`src/verilog/cpd_pkg.sv`:
```
`default_nettype none
package cpd_pkg;
	// ==========================================================
	// Instruction field positions
	localparam int COND_HI     = 31;
	localparam int COND_LO     = 28;
	localparam int CLS_HI      = 27;
	localparam int OP_CLS_LO   = 24;
	localparam int XF_CLS_LO   = 25;
	localparam int PRE_BIT     = 24;
	localparam int UP_BIT      = 23;
	localparam int LEN_BIT     = 22;
	localparam int WB_BIT      = 21;
	localparam int LOAD_BIT    = 20;
	localparam int OPC_HI      = 23;
	localparam int OPC_LO      = 20;
	localparam int FSRC_HI     = 19;
	localparam int FSRC_LO     = 16;
	localparam int TGT_HI      = 15;
	localparam int TGT_LO      = 12;
	localparam int NUM_HI      = 11;
	localparam int NUM_LO      = 8;
	localparam int INFO_HI     = 7;
	localparam int INFO_LO     = 5;
	localparam int OP_FLAG_BIT = 4;
	localparam int SSRC_HI     = 3;
	localparam int SSRC_LO     = 0;
	localparam int OFS_HI      = 7;
	localparam int OFS_LO      = 0;

	// ==========================================================
	// Class codes and constants
	localparam logic [3:0]  DATA_OP_CODE = 4'he;
	localparam logic [2:0]  XFER_CODE    = 3'h6;
	localparam logic [31:0] WORD_STEP    = 32'h0000_0004;
	localparam logic [4:0]  SHORT_WORDS  = 5'h01;
	localparam logic [4:0]  LONG_WORDS   = 5'h10;
	localparam logic [7:0]  NO_CP_LIMIT  = 8'h40;
	localparam logic [7:0]  ZERO_CNT     = 8'h00;
	localparam logic [31:0] ZERO_WORD    = 32'h0000_0000;

	// Flag positions in the flags vector {n,z,c,v}
	localparam int FN = 3;
	localparam int FZ = 2;
	localparam int FC = 1;
	localparam int FV = 0;

	// Data operation codes used by the coprocessor
	localparam logic [3:0] OPC_ADD = 4'h0;
	localparam logic [3:0] OPC_SUB = 4'h1;
	localparam logic [3:0] OPC_AND = 4'h2;
	localparam logic [3:0] OPC_OR  = 4'h3;

	typedef enum logic [2:0] {
		CPD_IDLE  = 3'b000,
		CPD_OFFER = 3'b001,
		CPD_XREQ  = 3'b010,
		CPD_XWAIT = 3'b011,
		CPD_XGAP  = 3'b100
	} cpd_state_t;

	// Condition field evaluated against the current flags
	function automatic logic cpd_cond_pass(input logic [3:0] cond, input logic [3:0] f);
		logic r;
		r = 1'b0;
		unique case (cond)
			4'h0: r = f[FZ];
			4'h1: r = !f[FZ];
			4'h2: r = f[FC];
			4'h3: r = !f[FC];
			4'h4: r = f[FN];
			4'h5: r = !f[FN];
			4'h6: r = f[FV];
			4'h7: r = !f[FV];
			4'h8: r = f[FC] && !f[FZ];
			4'h9: r = !f[FC] || f[FZ];
			4'ha: r = f[FN] == f[FV];
			4'hb: r = f[FN] != f[FV];
			4'hc: r = !f[FZ] && (f[FN] == f[FV]);
			4'hd: r = f[FZ] || (f[FN] != f[FV]);
			4'he: r = 1'b1;
			4'hf: r = 1'b0;
		endcase
		return r;
	endfunction
endpackage
`default_nettype wire

```
`src/verilog/cpd_if.sv`:
```
`timescale 1ns/1ps
`default_nettype none
interface cpd_if;
	logic        req_valid;   // Core offers an instruction
	logic [31:0] req_instr;   // Instruction word offered
	logic        req_accept;  // Numbered coprocessor takes it, one cycle
	logic [4:0]  xfer_words;  // Word count chosen by the coprocessor
	logic        word_strobe; // One word moved, one cycle
	logic [31:0] ld_data;     // Memory word going to the coprocessor
	logic [31:0] st_data;     // Coprocessor word going to memory

	modport core (
		output req_valid,
		output req_instr,
		input  req_accept,
		input  xfer_words,
		output word_strobe,
		output ld_data,
		input  st_data
	);

	modport cop (
		input  req_valid,
		input  req_instr,
		output req_accept,
		output xfer_words,
		input  word_strobe,
		input  ld_data,
		output st_data
	);
endinterface
`default_nettype wire

```
`src/verilog/cpd_core.sv`:
```
`timescale 1ns/1ps
`default_nettype none
module cpd_core (
	input  wire logic        clk_i,
	input  wire logic        rst_i,
	input  wire logic        instr_valid_i,
	input  wire logic [31:0] instr_i,
	input  wire logic [3:0]  flags_i,
	input  wire logic [31:0] base_i,
	input  wire logic        mem_ack_i,
	input  wire logic [31:0] mem_rdata_i,
	output logic             instr_ready_o,
	output logic             undef_trap_o,
	output logic             skip_o,
	output logic             done_o,
	output logic             wb_en_o,
	output logic [31:0]      wb_value_o,
	output logic             mem_req_o,
	output logic             mem_we_o,
	output logic [31:0]      mem_addr_o,
	output logic [31:0]      mem_wdata_o,
	output logic [7:0]       busy_cycles_o,
	cpd_if.core              link
);
	// ==========================================================
	// Decode
	cpd_pkg::cpd_state_t state_q;
	logic        is_op;
	logic        is_xfer;
	logic        cond_ok;
	logic        take;
	logic [31:0] ofs;
	logic [31:0] moved_base;

	assign is_op   = instr_i[cpd_pkg::CLS_HI:cpd_pkg::OP_CLS_LO] == cpd_pkg::DATA_OP_CODE
	                 && !instr_i[cpd_pkg::OP_FLAG_BIT];
	assign is_xfer = instr_i[cpd_pkg::CLS_HI:cpd_pkg::XF_CLS_LO] == cpd_pkg::XFER_CODE;
	assign cond_ok = cpd_pkg::cpd_cond_pass(instr_i[cpd_pkg::COND_HI:cpd_pkg::COND_LO],
	                                        flags_i);
	assign take    = instr_valid_i && (state_q == cpd_pkg::CPD_IDLE) && (is_op || is_xfer);
	// Word offset scaled to bytes, then applied up or down
	assign ofs        = {22'h000000, instr_i[cpd_pkg::OFS_HI:cpd_pkg::OFS_LO], 2'h0};
	assign moved_base = instr_i[cpd_pkg::UP_BIT] ? base_i + ofs : base_i - ofs;

	// ==========================================================
	// Held instruction state
	logic [31:0] instr_q;
	logic        load_q;
	logic        wb_q;
	logic [31:0] new_base_q;
	logic [4:0]  left_q;
	logic [7:0]  busy_q;

	// Capture the instruction once it is taken
	always_ff @(posedge clk_i or posedge rst_i) begin
		if (rst_i) begin
			instr_q    <= cpd_pkg::ZERO_WORD;
			load_q     <= 1'b0;
			wb_q       <= 1'b0;
			new_base_q <= cpd_pkg::ZERO_WORD;
		end else if (take && cond_ok) begin
			instr_q    <= instr_i;
			load_q     <= is_xfer && instr_i[cpd_pkg::LOAD_BIT];
			wb_q       <= is_xfer && instr_i[cpd_pkg::WB_BIT];
			new_base_q <= moved_base;
		end
	end

	// ==========================================================
	// Sequencer
	always_ff @(posedge clk_i or posedge rst_i) begin
		if (rst_i) begin
			state_q <= cpd_pkg::CPD_IDLE;
		end else begin
			unique case (state_q)
				cpd_pkg::CPD_IDLE: begin
					if (take && cond_ok) begin
						state_q <= cpd_pkg::CPD_OFFER;
					end
				end
				cpd_pkg::CPD_OFFER: begin
					// Data operation ends on acceptance, never on completion
					if (link.req_accept) begin
						state_q <= load_q || instr_q[cpd_pkg::CLS_HI:cpd_pkg::XF_CLS_LO]
						           == cpd_pkg::XFER_CODE ? cpd_pkg::CPD_XREQ
						                                 : cpd_pkg::CPD_IDLE;
					end else if (busy_q == cpd_pkg::NO_CP_LIMIT) begin
						state_q <= cpd_pkg::CPD_IDLE;
					end
				end
				cpd_pkg::CPD_XREQ: begin
					state_q <= cpd_pkg::CPD_XWAIT;
				end
				cpd_pkg::CPD_XWAIT: begin
					if (mem_ack_i) begin
						state_q <= cpd_pkg::CPD_XGAP;
					end
				end
				cpd_pkg::CPD_XGAP: begin
					// Count was lowered at the last ack, so the final gap sees zero
					state_q <= left_q == cpd_pkg::SHORT_WORDS - 5'h01 ? cpd_pkg::CPD_IDLE
					                                                  : cpd_pkg::CPD_XREQ;
				end
				default: begin
					state_q <= cpd_pkg::CPD_IDLE;
				end
			endcase
		end
	end

	// Ready only while idle, so one instruction is in flight at a time
	always_ff @(posedge clk_i or posedge rst_i) begin
		if (rst_i) begin
			instr_ready_o <= 1'b0;
		end else begin
			instr_ready_o <= (state_q == cpd_pkg::CPD_IDLE) && !(take && cond_ok);
		end
	end

	// Trap for every executed coprocessor instruction; failed ones are skipped
	always_ff @(posedge clk_i or posedge rst_i) begin
		if (rst_i) begin
			undef_trap_o <= 1'b0;
			skip_o       <= 1'b0;
		end else begin
			undef_trap_o <= take && cond_ok;
			skip_o       <= take && !cond_ok;
		end
	end

	// ==========================================================
	// Offer to the coprocessor, count busy-wait cycles
	always_ff @(posedge clk_i or posedge rst_i) begin
		if (rst_i) begin
			link.req_valid <= 1'b0;
			link.req_instr <= cpd_pkg::ZERO_WORD;
			busy_q         <= cpd_pkg::ZERO_CNT;
		end else if (take && cond_ok) begin
			link.req_valid <= 1'b1;
			link.req_instr <= instr_i;
			busy_q         <= cpd_pkg::ZERO_CNT;
		end else if (state_q == cpd_pkg::CPD_OFFER) begin
			if (link.req_accept || busy_q == cpd_pkg::NO_CP_LIMIT) begin
				link.req_valid <= 1'b0;
			end else begin
				busy_q <= busy_q + 8'h01;
			end
		end
	end

	// ==========================================================
	// Word transfers: address from the core, count from the coprocessor
	always_ff @(posedge clk_i or posedge rst_i) begin
		if (rst_i) begin
			left_q      <= 5'h00;
			mem_req_o   <= 1'b0;
			mem_we_o    <= 1'b0;
			mem_addr_o  <= cpd_pkg::ZERO_WORD;
			mem_wdata_o <= cpd_pkg::ZERO_WORD;
		end else begin
			if (take && cond_ok) begin
				// Pre-indexed uses the moved base, post-indexed the old one
				mem_addr_o <= instr_i[cpd_pkg::PRE_BIT] ? moved_base : base_i;
			end
			if (state_q == cpd_pkg::CPD_OFFER && link.req_accept) begin
				left_q <= link.xfer_words;
			end
			if (state_q == cpd_pkg::CPD_XREQ) begin
				mem_req_o   <= 1'b1;
				mem_we_o    <= !load_q;
				mem_wdata_o <= link.st_data;
			end
			if (state_q == cpd_pkg::CPD_XWAIT && mem_ack_i) begin
				mem_req_o  <= 1'b0;
				mem_we_o   <= 1'b0;
				mem_addr_o <= mem_addr_o + cpd_pkg::WORD_STEP;
				left_q     <= left_q - 5'h01;
			end
		end
	end

	// Each finished word is handed across for one cycle
	always_ff @(posedge clk_i or posedge rst_i) begin
		if (rst_i) begin
			link.word_strobe <= 1'b0;
			link.ld_data     <= cpd_pkg::ZERO_WORD;
		end else begin
			link.word_strobe <= state_q == cpd_pkg::CPD_XWAIT && mem_ack_i;
			if (state_q == cpd_pkg::CPD_XWAIT && mem_ack_i && load_q) begin
				link.ld_data <= mem_rdata_i;
			end
		end
	end

	// ==========================================================
	// Completion and base write-back
	logic fin;
	assign fin = (state_q == cpd_pkg::CPD_OFFER && link.req_accept && !(load_q
	             || instr_q[cpd_pkg::CLS_HI:cpd_pkg::XF_CLS_LO] == cpd_pkg::XFER_CODE))
	             || (state_q == cpd_pkg::CPD_OFFER && !link.req_accept
	             && busy_q == cpd_pkg::NO_CP_LIMIT)
	             || (state_q == cpd_pkg::CPD_XGAP && left_q == cpd_pkg::SHORT_WORDS - 5'h01);

	always_ff @(posedge clk_i or posedge rst_i) begin
		if (rst_i) begin
			done_o        <= 1'b0;
			wb_en_o       <= 1'b0;
			wb_value_o    <= cpd_pkg::ZERO_WORD;
			busy_cycles_o <= cpd_pkg::ZERO_CNT;
		end else begin
			done_o     <= fin;
			wb_en_o    <= fin && wb_q && state_q == cpd_pkg::CPD_XGAP;
			wb_value_o <= new_base_q;
			if (fin) begin
				busy_cycles_o <= busy_q;
			end
		end
	end
endmodule
`default_nettype wire

```
`src/flat_wrapper.sv`:
```
// flat-port wrapper written by rule: the top's interface ports become plain ports
module cpd_core_flat 
  (clk_i, rst_i, instr_valid_i, instr_i, flags_i, base_i, mem_ack_i, mem_rdata_i, instr_ready_o, undef_trap_o, skip_o, done_o, wb_en_o, wb_value_o, mem_req_o, mem_we_o, mem_addr_o, mem_wdata_o, busy_cycles_o, link_req_valid, link_req_instr, link_req_accept, link_xfer_words, link_word_strobe, link_ld_data, link_st_data);
  cpd_if link_i ();
  input  wire logic clk_i;
  input  wire logic rst_i;
  input  wire logic instr_valid_i;
  input  wire logic [31:0] instr_i;
  input  wire logic [3:0] flags_i;
  input  wire logic [31:0] base_i;
  input  wire logic mem_ack_i;
  input  wire logic [31:0] mem_rdata_i;
  output logic instr_ready_o;
  output logic undef_trap_o;
  output logic skip_o;
  output logic done_o;
  output logic wb_en_o;
  output logic [31:0] wb_value_o;
  output logic mem_req_o;
  output logic mem_we_o;
  output logic [31:0] mem_addr_o;
  output logic [31:0] mem_wdata_o;
  output logic [7:0] busy_cycles_o;
  output wire logic [$bits(link_i.req_valid)-1:0] link_req_valid;
  output wire logic [$bits(link_i.req_instr)-1:0] link_req_instr;
  input wire logic [$bits(link_i.req_accept)-1:0] link_req_accept;
  input wire logic [$bits(link_i.xfer_words)-1:0] link_xfer_words;
  output wire logic [$bits(link_i.word_strobe)-1:0] link_word_strobe;
  output wire logic [$bits(link_i.ld_data)-1:0] link_ld_data;
  input wire logic [$bits(link_i.st_data)-1:0] link_st_data;
  assign link_req_valid = link_i.req_valid;
  assign link_req_instr = link_i.req_instr;
  assign link_i.req_accept = link_req_accept;
  assign link_i.xfer_words = link_xfer_words;
  assign link_word_strobe = link_i.word_strobe;
  assign link_ld_data = link_i.ld_data;
  assign link_i.st_data = link_st_data;
  cpd_core u_core (.clk_i(clk_i), .rst_i(rst_i), .instr_valid_i(instr_valid_i), .instr_i(instr_i), .flags_i(flags_i), .base_i(base_i), .mem_ack_i(mem_ack_i), .mem_rdata_i(mem_rdata_i), .instr_ready_o(instr_ready_o), .undef_trap_o(undef_trap_o), .skip_o(skip_o), .done_o(done_o), .wb_en_o(wb_en_o), .wb_value_o(wb_value_o), .mem_req_o(mem_req_o), .mem_we_o(mem_we_o), .mem_addr_o(mem_addr_o), .mem_wdata_o(mem_wdata_o), .busy_cycles_o(busy_cycles_o), .link(link_i));
endmodule
```
`config.mk`:
```
export PLATFORM = sky130hd
export DESIGN_NAME = cpd_core_flat
export DESIGN_NICKNAME = d
export VERILOG_FILES = /design/src/verilog/cpd_pkg.sv /design/src/verilog/cpd_if.sv /design/src/verilog/cpd_core.sv /design/src/flat_wrapper.sv
export SDC_FILE = /design/constraint.sdc
export NUM_CORES = 1
export LEC_CHECK = 0
export BUFFER_PORTS_ARGS = -buffer_cell sky130_fd_sc_hd__buf_2
export CAP_MARGIN = 20
export CORE_MARGIN = 8
export CORE_UTILIZATION = 47
export CTS_CLUSTER_DIAMETER = 80
export DETAILED_ROUTE_END_ITERATION = 10
export PLACE_DENSITY = 0.76
export RECOVER_POWER = 50
export REMOVE_ABC_BUFFERS = 1
export SYNTH_ARGS = -nofsm -noshare
export SYNTH_HDL_FRONTEND = slang
export SYNTH_SLANG_ARGS = --single-unit
```
`constraint.sdc`:
```
create_clock -name clk_i -period 6 [get_ports clk_i]
set_input_delay 0.3 -clock clk_i [delete_from_list [all_inputs] [get_ports clk_i]]
set_output_delay 0.3 -clock clk_i [all_outputs]
set_load 0.02 [all_outputs]
```
==> results of run 1 <==
## logic make-up (layout without fill, tap and decap cells)
kind of cell / after synthesis / count (layout) / synth area share
AOI/OAI and AO/OA: 195 / 195 / 0.118
xor gates and xnor gates: 55 / 55 / 0.0446
adders and majority gates: 36 / 36 / 0.0418
buffers and inverters: 66 / 474 / 0.0255
DFF: 227 / 227 / 0.518
muxes: 93 / 93 / 0.0939
other: 0 / 4 / 0
and+or+nand+nor: 388 / 388 / 0.158
## stage by stage
step | worst slack (ns) | instances | power, W | hold slack (ns) | util
after floorplan | -0.520 | 1020 | 0.00412 | 0.347 | -
after global placement | 1.66 | 1665 | 0.00502 | 0.358 | 0.554
after detailed placement | 1.66 | 1665 | 0.00509 | 0.362 | 0.554
after CTS | 1.67 | 1787 | 0.00674 | 0.000114 | 0.625
after global routing | 0.817 | 1791 | 0.00699 | 0.0174 | 0.615
final | 1.58 | 1791 | 0.00660 | 0.0285 | 0.615
## where the power goes
part / total (W) / internal (W) / switching [W]
Combinational: 0.00245 / 0.000857 / 0.00159
Clock: 0.00157 / 0.000941 / 0.000629
Sequential: 0.00258 / 0.00216 / 0.000420
## flip-flops by register name, summed over array words and instances, names as in the netlist
| register | count |
|---|---|
| u_core.left_q | 5 |
| u_core.done_o | 1 |
| u_core.mem_addr_o | 32 |
| u_core.instr_ready_o | 1 |
| u_core.link.word_strobe | 1 |
| u_core.skip_o | 1 |
| u_core.mem_wdata_o | 32 |
| u_core.link.req_valid | 1 |
| u_core.state_q | 3 |
| u_core.busy_q | 8 |
| u_core.load_q | 1 |
| u_core.link.req_instr | 32 |
| u_core.mem_req_o | 1 |
| u_core.wb_q | 1 |
| u_core.busy_cycles_o | 8 |
| u_core.new_base_q | 32 |
| u_core.wb_en_o | 1 |
| u_core.wb_value_o | 32 |
| u_core.undef_trap_o | 1 |
| u_core.link.ld_data | 32 |
| u_core.mem_we_o | 1 |
## cell type report
| type | instances | area, µm² | share of cell area |
|---|---|---|---|
| multi-input cells | 767 | 5020 | 0.352 |
| repair buffers | 403 | 2200 | 0.154 |
| flip-flops and latches | 227 | 5680 | 0.398 |
| clock buffers | 33 | 726 | 0.0508 |
| clock inverters | 12 | 136 | 0.00955 |
| inverters | 26 | 97.6 | 0.00684 |
| well taps | 319 | 399 | 0.0280 |
| diodes | 4 | 10.0 | 0.000701 |
## cells in the mapped netlist (3+ instances only)
cell type,count,share of area
dfrtp_1,227,0.52
nand2_1,218,0.075
mux2_2,79,0.081
nor2_1,54,0.018
a21oi_1,49,0.022
o21ai_0,43,0.020
ha_1,35,0.040
nand3_1,33,0.015
xnor2_1,27,0.022
xor2_1,27,0.022
inv_1,23,0.0079
buf_2,19,0.0087
a211oi_1,17,0.012
a21o_1,17,0.012
clkbuf_1,16,0.0055
and3_1,15,0.0086
mux2i_1,14,0.013
nor3_1,13,0.0059
nand4_1,11,0.0063
a31oi_1,7,0.0040
and2_1,7,0.0040
nand2b_1,7,0.0040
a221oi_1,5,0.0040
nor2b_1,5,0.0029
o21bai_1,5,0.0034
a311oi_1,4,0.0032
a31o_2,4,0.0032
buf_1,4,0.0014
nor3b_1,4,0.0027
o211ai_1,4,0.0027
a21oi_2,3,0.0024
nor4_1,3,0.0017
o2111ai_1,3,0.0024
o211a_1,3,0.0027
o21a_1,3,0.0021
o21ai_1,3,0.0014
o22ai_1,3,0.0017
o31ai_1,3,0.0021
## how the worst min path moves through the flow
stage | startpoint | endpoint | depth (start not counted)
2_1_floorplan | u_core.new_base_q[28] | u_core.wb_value_o[28] | 0
3_3_place_gp | u_core.new_base_q[0] | u_core.wb_value_o[0] | 0
3_5_place_dp | u_core.new_base_q[11] | u_core.wb_value_o[11] | 0
4_1_cts | mem_rdata_i[29] | u_core.link.ld_data[29] | 2
5_1_grt | link_st_data[2] | u_core.mem_wdata_o[2] | 2
6_report | link_st_data[2] | u_core.mem_wdata_o[2] | 2
## routing by layer
layer  GRT usage  up-vias  wire length, µm  part of all wire
li1            -     4488                -                 -
met1       0.283     4516            13500              0.39
met2       0.397      396            16100              0.46
met3      0.0662      108             3110             0.090
met4       0.113        4             1960             0.056
met5           0        -               22           0.00063
## repair_timing
item / CTS / global route
hold buffers: 77 / 0
hold endpoints to repair: 183 / 0
setup buffers: 0 / 0
==> impl_metrics.toml, run 1 <==
[detailed_routing]
postRouteWirelength_um = 34700
routedWlPerCell_um = 19.4
detail_route.vias_per_cell = 5.31
postRouteAntennaNets = 0
drc = 0
drt_iter0_markers = 654
vias = 9512
detail_route.first_pass.iterations = 5

[setup_path]
r2r.worst_path.cells = 7
critPathLaunchType = "input port"
timing.critical_path.depth = 16
timing.critical_path.slowest_cell_delay_ns = 0.74
crit_path_cell_trace = "dlygate4sd3_1, buf_2, nor2_1, nor4b_1, nor3b_1, ha_1, mux2_2, ha_1, nand2_1, a21oi_2, o2111ai_1, a211o_1, a2111oi_4, o21ai_2, a31o_1, mux2_2"
endpoint = "u_core.mem_addr_o[28]"
cp.buffers_inverters = 2
worst_ep_arrival_time_ns = 4.83
path_max_fanout = 5
timing_worst_setup_path_type = "in -> reg"
critical_path.endpoint_type = "register"
path_delay_family = "compound AO/OA/AOI/OAI gates"
slowest_stage = "nor4b_1"
regToRegSetupSlack_ns = 2.67
crit_start = "instr_i[3]"
rr_startpoint = "u_core.state_q[0]"
crit_required_ns = 6.41
worst_r2r_endpoint = "u_core.new_base_q[27]"

[clocking]
number_of_cts_inserted_buffers = 25
clkLatencyLatePin_ns = 0.53
clock_sink_count = 227
path_clk_slew_ns = 0.06
h-tree-depth = 1
cts-root-buf = "clkbuf_16"
tritoncts = "built"
cts.repair.resized = 0
cts_max_path_buffers = 3

[placed_design]
place_congestion = 0.908
dp_hpwl_um = 24200
place.port_buffers = 318
placed_inst_area_um2 = 12900

[sta]
maxSlewHeadroom = -1.66
fin_worst_skew_ns = 0.0108
min_period_over_period = 0.737
hold_viol = 0
rsz0062_at_grt = "false"
worst_slew_pin_slew_ns = 3.99
timing.fmax_ghz = 0.226
setup_tns_ns = 0
setup_viol = 0
layout_min_cycle_time_ns = 4.42
timing_max_transition_violations_final = 108

[cells_and_area]
area_growth_syn_to_layout_pct = 30.2
most_common_cell_after_layout_fill_and_taps_aside = "dfrtp_1"
layout.cells.most_common_list = "227 x dfrtp_1, 218 x nand2_1, 178 x clkbuf_1"
n_fill_cell = 1973
final_area_um2 = 14300
design.final.nets = 1628
layout-drive-gt1-share = 0.200

[grt]
wire_length_of_the_first_global_routing_pass_um = 54500
grt_antenna_before_repair = 6
number_of_global_route_vias_before_repair = 10000
maximum_number_of_pins_on_one_net_before_global_route_repair = 108
grt_overflow = 0
grt.total_usage = 0.239

[logic_synthesis]
syn-cell-area_um2 = 11000
synth_enable_flop_cells = 0
main_synth_ff_type = "dfrtp_1"
synth_area_per_cell_um2 = 10.3
synth-warning-count = 0
yosys_register_bits = 227
synthCells = 1060
post_synthesis_sequential_area_ratio = 0.518
share_of_synthesized_flip_flops_with_an_asynchronous_set_or_reset = 1.00
synth_cell_type_count = 74

[run_status]
run_status = "finished with violations"
violations = "max-capacitance violations, max-slew violations"

[die]
design.core.area_um2 = 23200
initial_core_util = 0.473
design.die.area_um2 = 28500
floorplan.io_pins = 319
placement_rows = 56
chipWidth_um = 169
die_height_um = 169

[hold_path]
min_path_type = "in -> reg"

[job]
drv_cap = 1

[power_and_ir_drop]
power_density_nw_per_um2 = 462
ir_worst_vdd_v = 0.000302
power_leakage_nw = 6.75
Note: power is estimated with default switching activity, not from simulation.
==> run 2, diff against run 1 <==
--- a/config.mk
+++ b/config.mk
@@ -8,10 +8,10 @@
 export BUFFER_PORTS_ARGS = -buffer_cell sky130_fd_sc_hd__buf_2
 export CAP_MARGIN = 20
 export CORE_MARGIN = 8
-export CORE_UTILIZATION = 47
+export CORE_UTILIZATION = 50
 export CTS_CLUSTER_DIAMETER = 80
 export DETAILED_ROUTE_END_ITERATION = 10
-export PLACE_DENSITY = 0.76
+export PLACE_DENSITY = 0.77
 export RECOVER_POWER = 50
 export REMOVE_ABC_BUFFERS = 1
 export SYNTH_ARGS = -nofsm -noshare
==> constraint.sdc (replaced) <==
create_clock -name clk_i -period 4.65 [get_ports clk_i]
set_input_delay 0.2325 -clock clk_i [delete_from_list [all_inputs] [get_ports clk_i]]
set_output_delay 0.2325 -clock clk_i [all_outputs]
set_load 0.02 [all_outputs]
==> impl_metrics.toml, run 2 (synthesis gave the netlist of run 1 again) <==
[sta]
setup_viol = 0
fin_worst_skew_ns = 0.00868
timing_max_transition_violations_final = 96
layout_min_cycle_time_ns = 4.01
timing.fmax_ghz = 0.249
maxSlewHeadroom = -1.31
min_period_over_period = 0.863
rsz0062_at_grt = "false"
hold_viol = 0
worst_slew_pin_slew_ns = 3.46

[detailed_routing]
postRouteWirelength_um = 34500
detail_route.first_pass.iterations = 5
detail_route.vias_per_cell = 5.47
vias = 9725
postRouteAntennaNets = 0
drc = 0
drt_iter0_markers = 637
routedWlPerCell_um = 19.4

[clocking]
clkLatencyLatePin_ns = 0.53
cts-root-buf = "clkbuf_16"
h-tree-depth = 1
cts_max_path_buffers = 3
number_of_cts_inserted_buffers = 25
path_clk_slew_ns = 0.06
tritoncts = "built"
clock_sink_count = 227
postCtsSetupRepairBufs = 0

[grt]
grt_antenna_before_repair = 5
number_of_global_route_vias_before_repair = 10100
grt.total_usage = 0.252
maximum_number_of_pins_on_one_net_before_global_route_repair = 96
grt_overflow = 0
wire_length_of_the_first_global_routing_pass_um = 54300

[placed_design]
place_congestion = 0.944
dp_hpwl_um = 23900
place.port_buffers = 318

[cells_and_area]
regArea_um2 = 5680
design.final.nets = 1651
most_common_cell_after_layout_fill_and_taps_aside = "dfrtp_1"
area_growth_syn_to_layout_pct = 33.2
layout.cells.most_common_list = "227 x dfrtp_1, 218 x nand2_1, 180 x clkbuf_1"
layout-drive-gt1-share = 0.201
fin_util = 0.673
footprint_of_the_multi_input_gates_um2 = 5020
n_fill_cell = 1677

[die]
design.die.area_um2 = 26900
floorplan.io_pins = 319
chipWidth_um = 164
initial_core_util = 0.505
placement_rows = 54
design.core.area_um2 = 21700
die_height_um = 164

[setup_path]
crit_required_ns = 5.06
critical_path.endpoint_type = "register"
timing_worst_setup_path_type = "in -> reg"
path_max_fanout = 5
critPathLaunchType = "input port"
worst_ep_arrival_time_ns = 4.43

[power_and_ir_drop]
power_leakage_nw = 6.93
power_density_nw_per_um2 = 608
ir_worst_vdd_v = 0.000268
p_total_w = 0.00888

[job]
drv_cap = 1

[run_status]
run_status = "finished with violations"
violations = "max-capacitance violations, max-slew violations"

[hold_path]
min_path_type = "in -> reg"
## run 2: final cells by class
type,count,area share
Timing Repair Buffer,426,0.166
Clock buffer,31,0.0478
Sequential cell,227,0.389
Clock inverter,15,0.0220
Multi-Input combinational cell,767,0.344
Inverter,26,0.00668
Tap cell,280,0.0240
Antenna cell,5,0.000857
## run 2: layer usage
| metal | global-route usage | up-vias | wire (µm) |
|---|---|---|---|
| li1 | - | 4555 | - |
| met1 | 0.297 | 4705 | 13200 |
| met2 | 0.433 | 378 | 16900 |
| met3 | 0.0639 | 85 | 3060 |
| met4 | 0.101 | 2 | 1330 |
| met5 | 0 | - | 8 |
## run 2: power by group
group / switching (W) / internal, W / leakage [nW] / total, W
combinational: 0.00204 / 0.00112 / 3.56 / 0.00316
clock: 0.000824 / 0.00157 / 0.499 / 0.00240
sequential: 0.000540 / 0.00279 / 2.87 / 0.00333
## run 2: stage by stage
step                std cells  setup TNS (ns)  setup slack, ns  hold WS (ns)  instance area, µm²
floorplan                1020         -419.20            -1.80         0.338               10800
detailed placement       1633               0            0.691         0.361               12900
CTS                      1772               0            0.676       0.00620               14800
global placement         1633               0            0.731         0.359               12900
global route             1775               0            0.319        0.0259               14600
finish                   1777               0            0.637       0.00994               14600
## run 2: repair_timing
| item | 4_1_cts | 5_1_grt |
|---|---|---|
| hold buffers | 93 | 0 |
| resized for setup | 0 | 0 |
| hold endpoints to repair | 187 | 0 |
## run 2: final timing paths
path / from / to / slack, ns / cells after the start
hold reg to reg: u_core.new_base_q[22] / u_core.wb_value_o[22] / 0.37 / 0
max in group asynchronous: rst_i / u_core.new_base_q[30] / 1.08 / 4
min in group asynchronous: rst_i / u_core.mem_wdata_o[24] / 1.51 / 3
hold / removal: link_req_accept / u_core.left_q[0] / 0.01 / 3
setup reg to reg: u_core.state_q[0] / u_core.mem_addr_o[22] / 1.82 / 9
setup / recovery: instr_i[2] / u_core.mem_addr_o[28] / 0.64 / 17
## run 2: worst max-delay path: stages
cell and delay, ns:
dlygate4sd3_1 0.53, buf_2 0.15, nor2_1 0.17, nor4b_1 0.31, buf_4 0.20, nor3b_1 0.19
ha_1 0.25, mux2_2 0.27, ha_1 0.37, nand2_1 0.10, a21oi_2 0.15, o2111ai_1 0.16
a211o_1 0.42, a2111oi_4 0.36, o21ai_2 0.09, a31o_1 0.21, mux2_2 0.25
==> run 3, diff against run 2 <==
--- a/config.mk
+++ b/config.mk
@@ -11,6 +11,7 @@
 export CORE_UTILIZATION = 50
 export CTS_CLUSTER_DIAMETER = 80
 export DETAILED_ROUTE_END_ITERATION = 10
+export GPL_TIMING_DRIVEN = 0
 export PLACE_DENSITY = 0.77
 export RECOVER_POWER = 50
 export REMOVE_ABC_BUFFERS = 1
==> impl_metrics.toml, run 3 (synthesis gave the netlist of run 1 again) <==
[die]
chipWidth_um = 164
initial_core_util = 0.505
floorplan.io_pins = 319
placement_rows = 54
die_height_um = 164
design.core.area_um2 = 21700
design.die.area_um2 = 26900

[power_and_ir_drop]
seqPwrFrac = 0.387
p_clk_frac = 0.240
power_leakage_nw = 6.89
power_density_nw_per_um2 = 593
power_switching_w = 0.00341
ir_worst_vdd_v = 0.000347
power_report.internal_total_w = 0.00517
p_total_w = 0.00859
p_comb_frac = 0.373
switching_part_of_the_total = 0.398

[sta]
timing_max_transition_violations_final = 125
setup_ws_ns = 0.459
timing.fmax_ghz = 0.239
fin_worst_skew_ns = 0.0225
layout_min_cycle_time_ns = 4.19
rsz0062_at_grt = "false"
maxSlewHeadroom = -0.803
hold_viol = 0
worst_slew_pin_slew_ns = 2.70
hold_slack_final_ns = 0.0129
setup_viol = 0
min_period_over_period = 0.901

[detailed_routing]
postRouteWirelength_um = 34600
detail_route.vias_per_cell = 5.44
drc = 0
detail_route.first_pass.iterations = 5
drt_iter0_markers = 746
vias = 9614
postRouteAntennaNets = 0
routedWlPerCell_um = 19.6

[grt]
grt.total_usage = 0.250
maximum_number_of_pins_on_one_net_before_global_route_repair = 126
number_of_global_route_vias_before_repair = 9926
grt_antenna_before_repair = 5
grt_overflow = 0
wire_length_of_the_first_global_routing_pass_um = 53600

[placed_design]
place.port_buffers = 318
dp_hpwl_um = 23500
dp.cells = 1623
preCtsSetupSlack_ns = 0.271
placed_inst_area_um2 = 12900
place_congestion = 0.899

[clocking]
tritoncts = "built"
clock_sink_count = 227
path_clk_slew_ns = 0.06
cts_max_path_buffers = 3
clkLatencyLatePin_ns = 0.53
number_of_cts_inserted_buffers = 25
h-tree-depth = 1
cts-root-buf = "clkbuf_16"

[cells_and_area]
final_cell_count_no_fill = 1767
most_common_cell_after_layout_fill_and_taps_aside = "dfrtp_1"
layout-drive-gt1-share = 0.209
layout.cells.most_common_list = "227 x dfrtp_1, 218 x nand2_1, 163 x clkbuf_1"
area_growth_syn_to_layout_pct = 32.1
design.final.nets = 1641
final_area_um2 = 14500

[setup_path]
path_max_fanout = 5
critical_path.endpoint_type = "register"
crit_start = "instr_i[2]"
timing.critical_path.slowest_cell_delay_ns = 0.70
rr_startpoint = "u_core.state_q[1]"
crit_path_frequent_cell = "ha_1"
crit_required_ns = 5.04
critPathLaunchType = "input port"
worst_ep_arrival_time_ns = 4.58
timing_worst_setup_path_type = "in -> reg"
slowest_stage = "a221oi_1"
crit_path_cell_trace = "dlygate4sd3_1, buf_2, nor2_1, nor4b_2, nor3b_1, ha_1, mux2_2, ha_1, a21o_1, a221oi_1, o211a_1, o31ai_1, a311o_1, nand3_1, o21ai_0"

[run_status]
violations = "max-capacitance violations, max-slew violations"
run_status = "finished with violations"

[hold_path]
min_path_type = "in -> reg"
min_from = "base_i[17]"

[job]
drv_cap = 1
[run 3: cell type report]
type / instances / area [µm²]
flip-flops and latches: 227 / 5680
inverters: 26 / 104
repair buffers: 416 / 2440
well taps: 280 / 350
fillers: 1707 / 7200
clock inverters: 13 / 164
clock buffers: 33 / 706
diodes: 5 / 12.5
multi-input cells: 767 / 5030
[run 3: stage by stage]
step / utilization / setup TNS, ns
4_1_cts: 0.676 / 0
3_5_place_dp: 0.593 / 0
5_1_grt: 0.668 / 0
3_3_place_gp: 0.587 / -1213.50
2_1_floorplan: - / -419.20
6_report: 0.668 / 0
[run 3: worst paths after layout]
path                                            to  slack (ns)  cells past startpoint
setup reg to reg           u_core.link.ld_data[27]        1.04                      6
max in group asynchronous  u_core.link.ld_data[21]        2.10                      4
hold / removal               u_core.mem_addr_o[17]        0.01                      3
min in group asynchronous     u_core.wb_value_o[5]        1.14                      3
hold reg to reg               u_core.wb_value_o[5]        0.37                      0
setup / recovery             u_core.mem_addr_o[24]        0.46                     15
[run 3: worst max-delay path, delay by kind of cell]
kind / cells / cell delay [ns]
buf+inv: 2 / 0.68
simple gates: 4 / 0.99
fa+ha+maj: 2 / 0.60
compound gates: 6 / 1.79
mux: 1 / 0.27
[run 3: power by group through the flow]
stage / clock network (W) / registers [W] / logic (W)
5_1_grt: 0.00218 / 0.00342 / 0.00347
4_1_cts: 0.00210 / 0.00327 / 0.00336
3_3_place_gp: 0 / 0.00324 / 0.00321
2_1_floorplan: 0 / 0.00404 / 0.00128
6_report: 0.00206 / 0.00333 / 0.00320
3_5_place_dp: 0 / 0.00330 / 0.00329
[run 3: layer usage]
layer / up-vias / share of wire / GRT usage
li1: 4522 / - / -
met1: 4678 / 0.39 / 0.296
met2: 343 / 0.50 / 0.436
met3: 69 / 0.075 / 0.0559
met4: 2 / 0.031 / 0.0934
met5: - / 0.00043 / 0
[run 3: repair_timing]
action | CTS | global route
setup buffers | 0 | 0
hold buffers | 93 | 0
endpoints found under the setup margin | 0 | 8
hold endpoints to repair | 219 | 0
gates resized for setup | 0 | 1
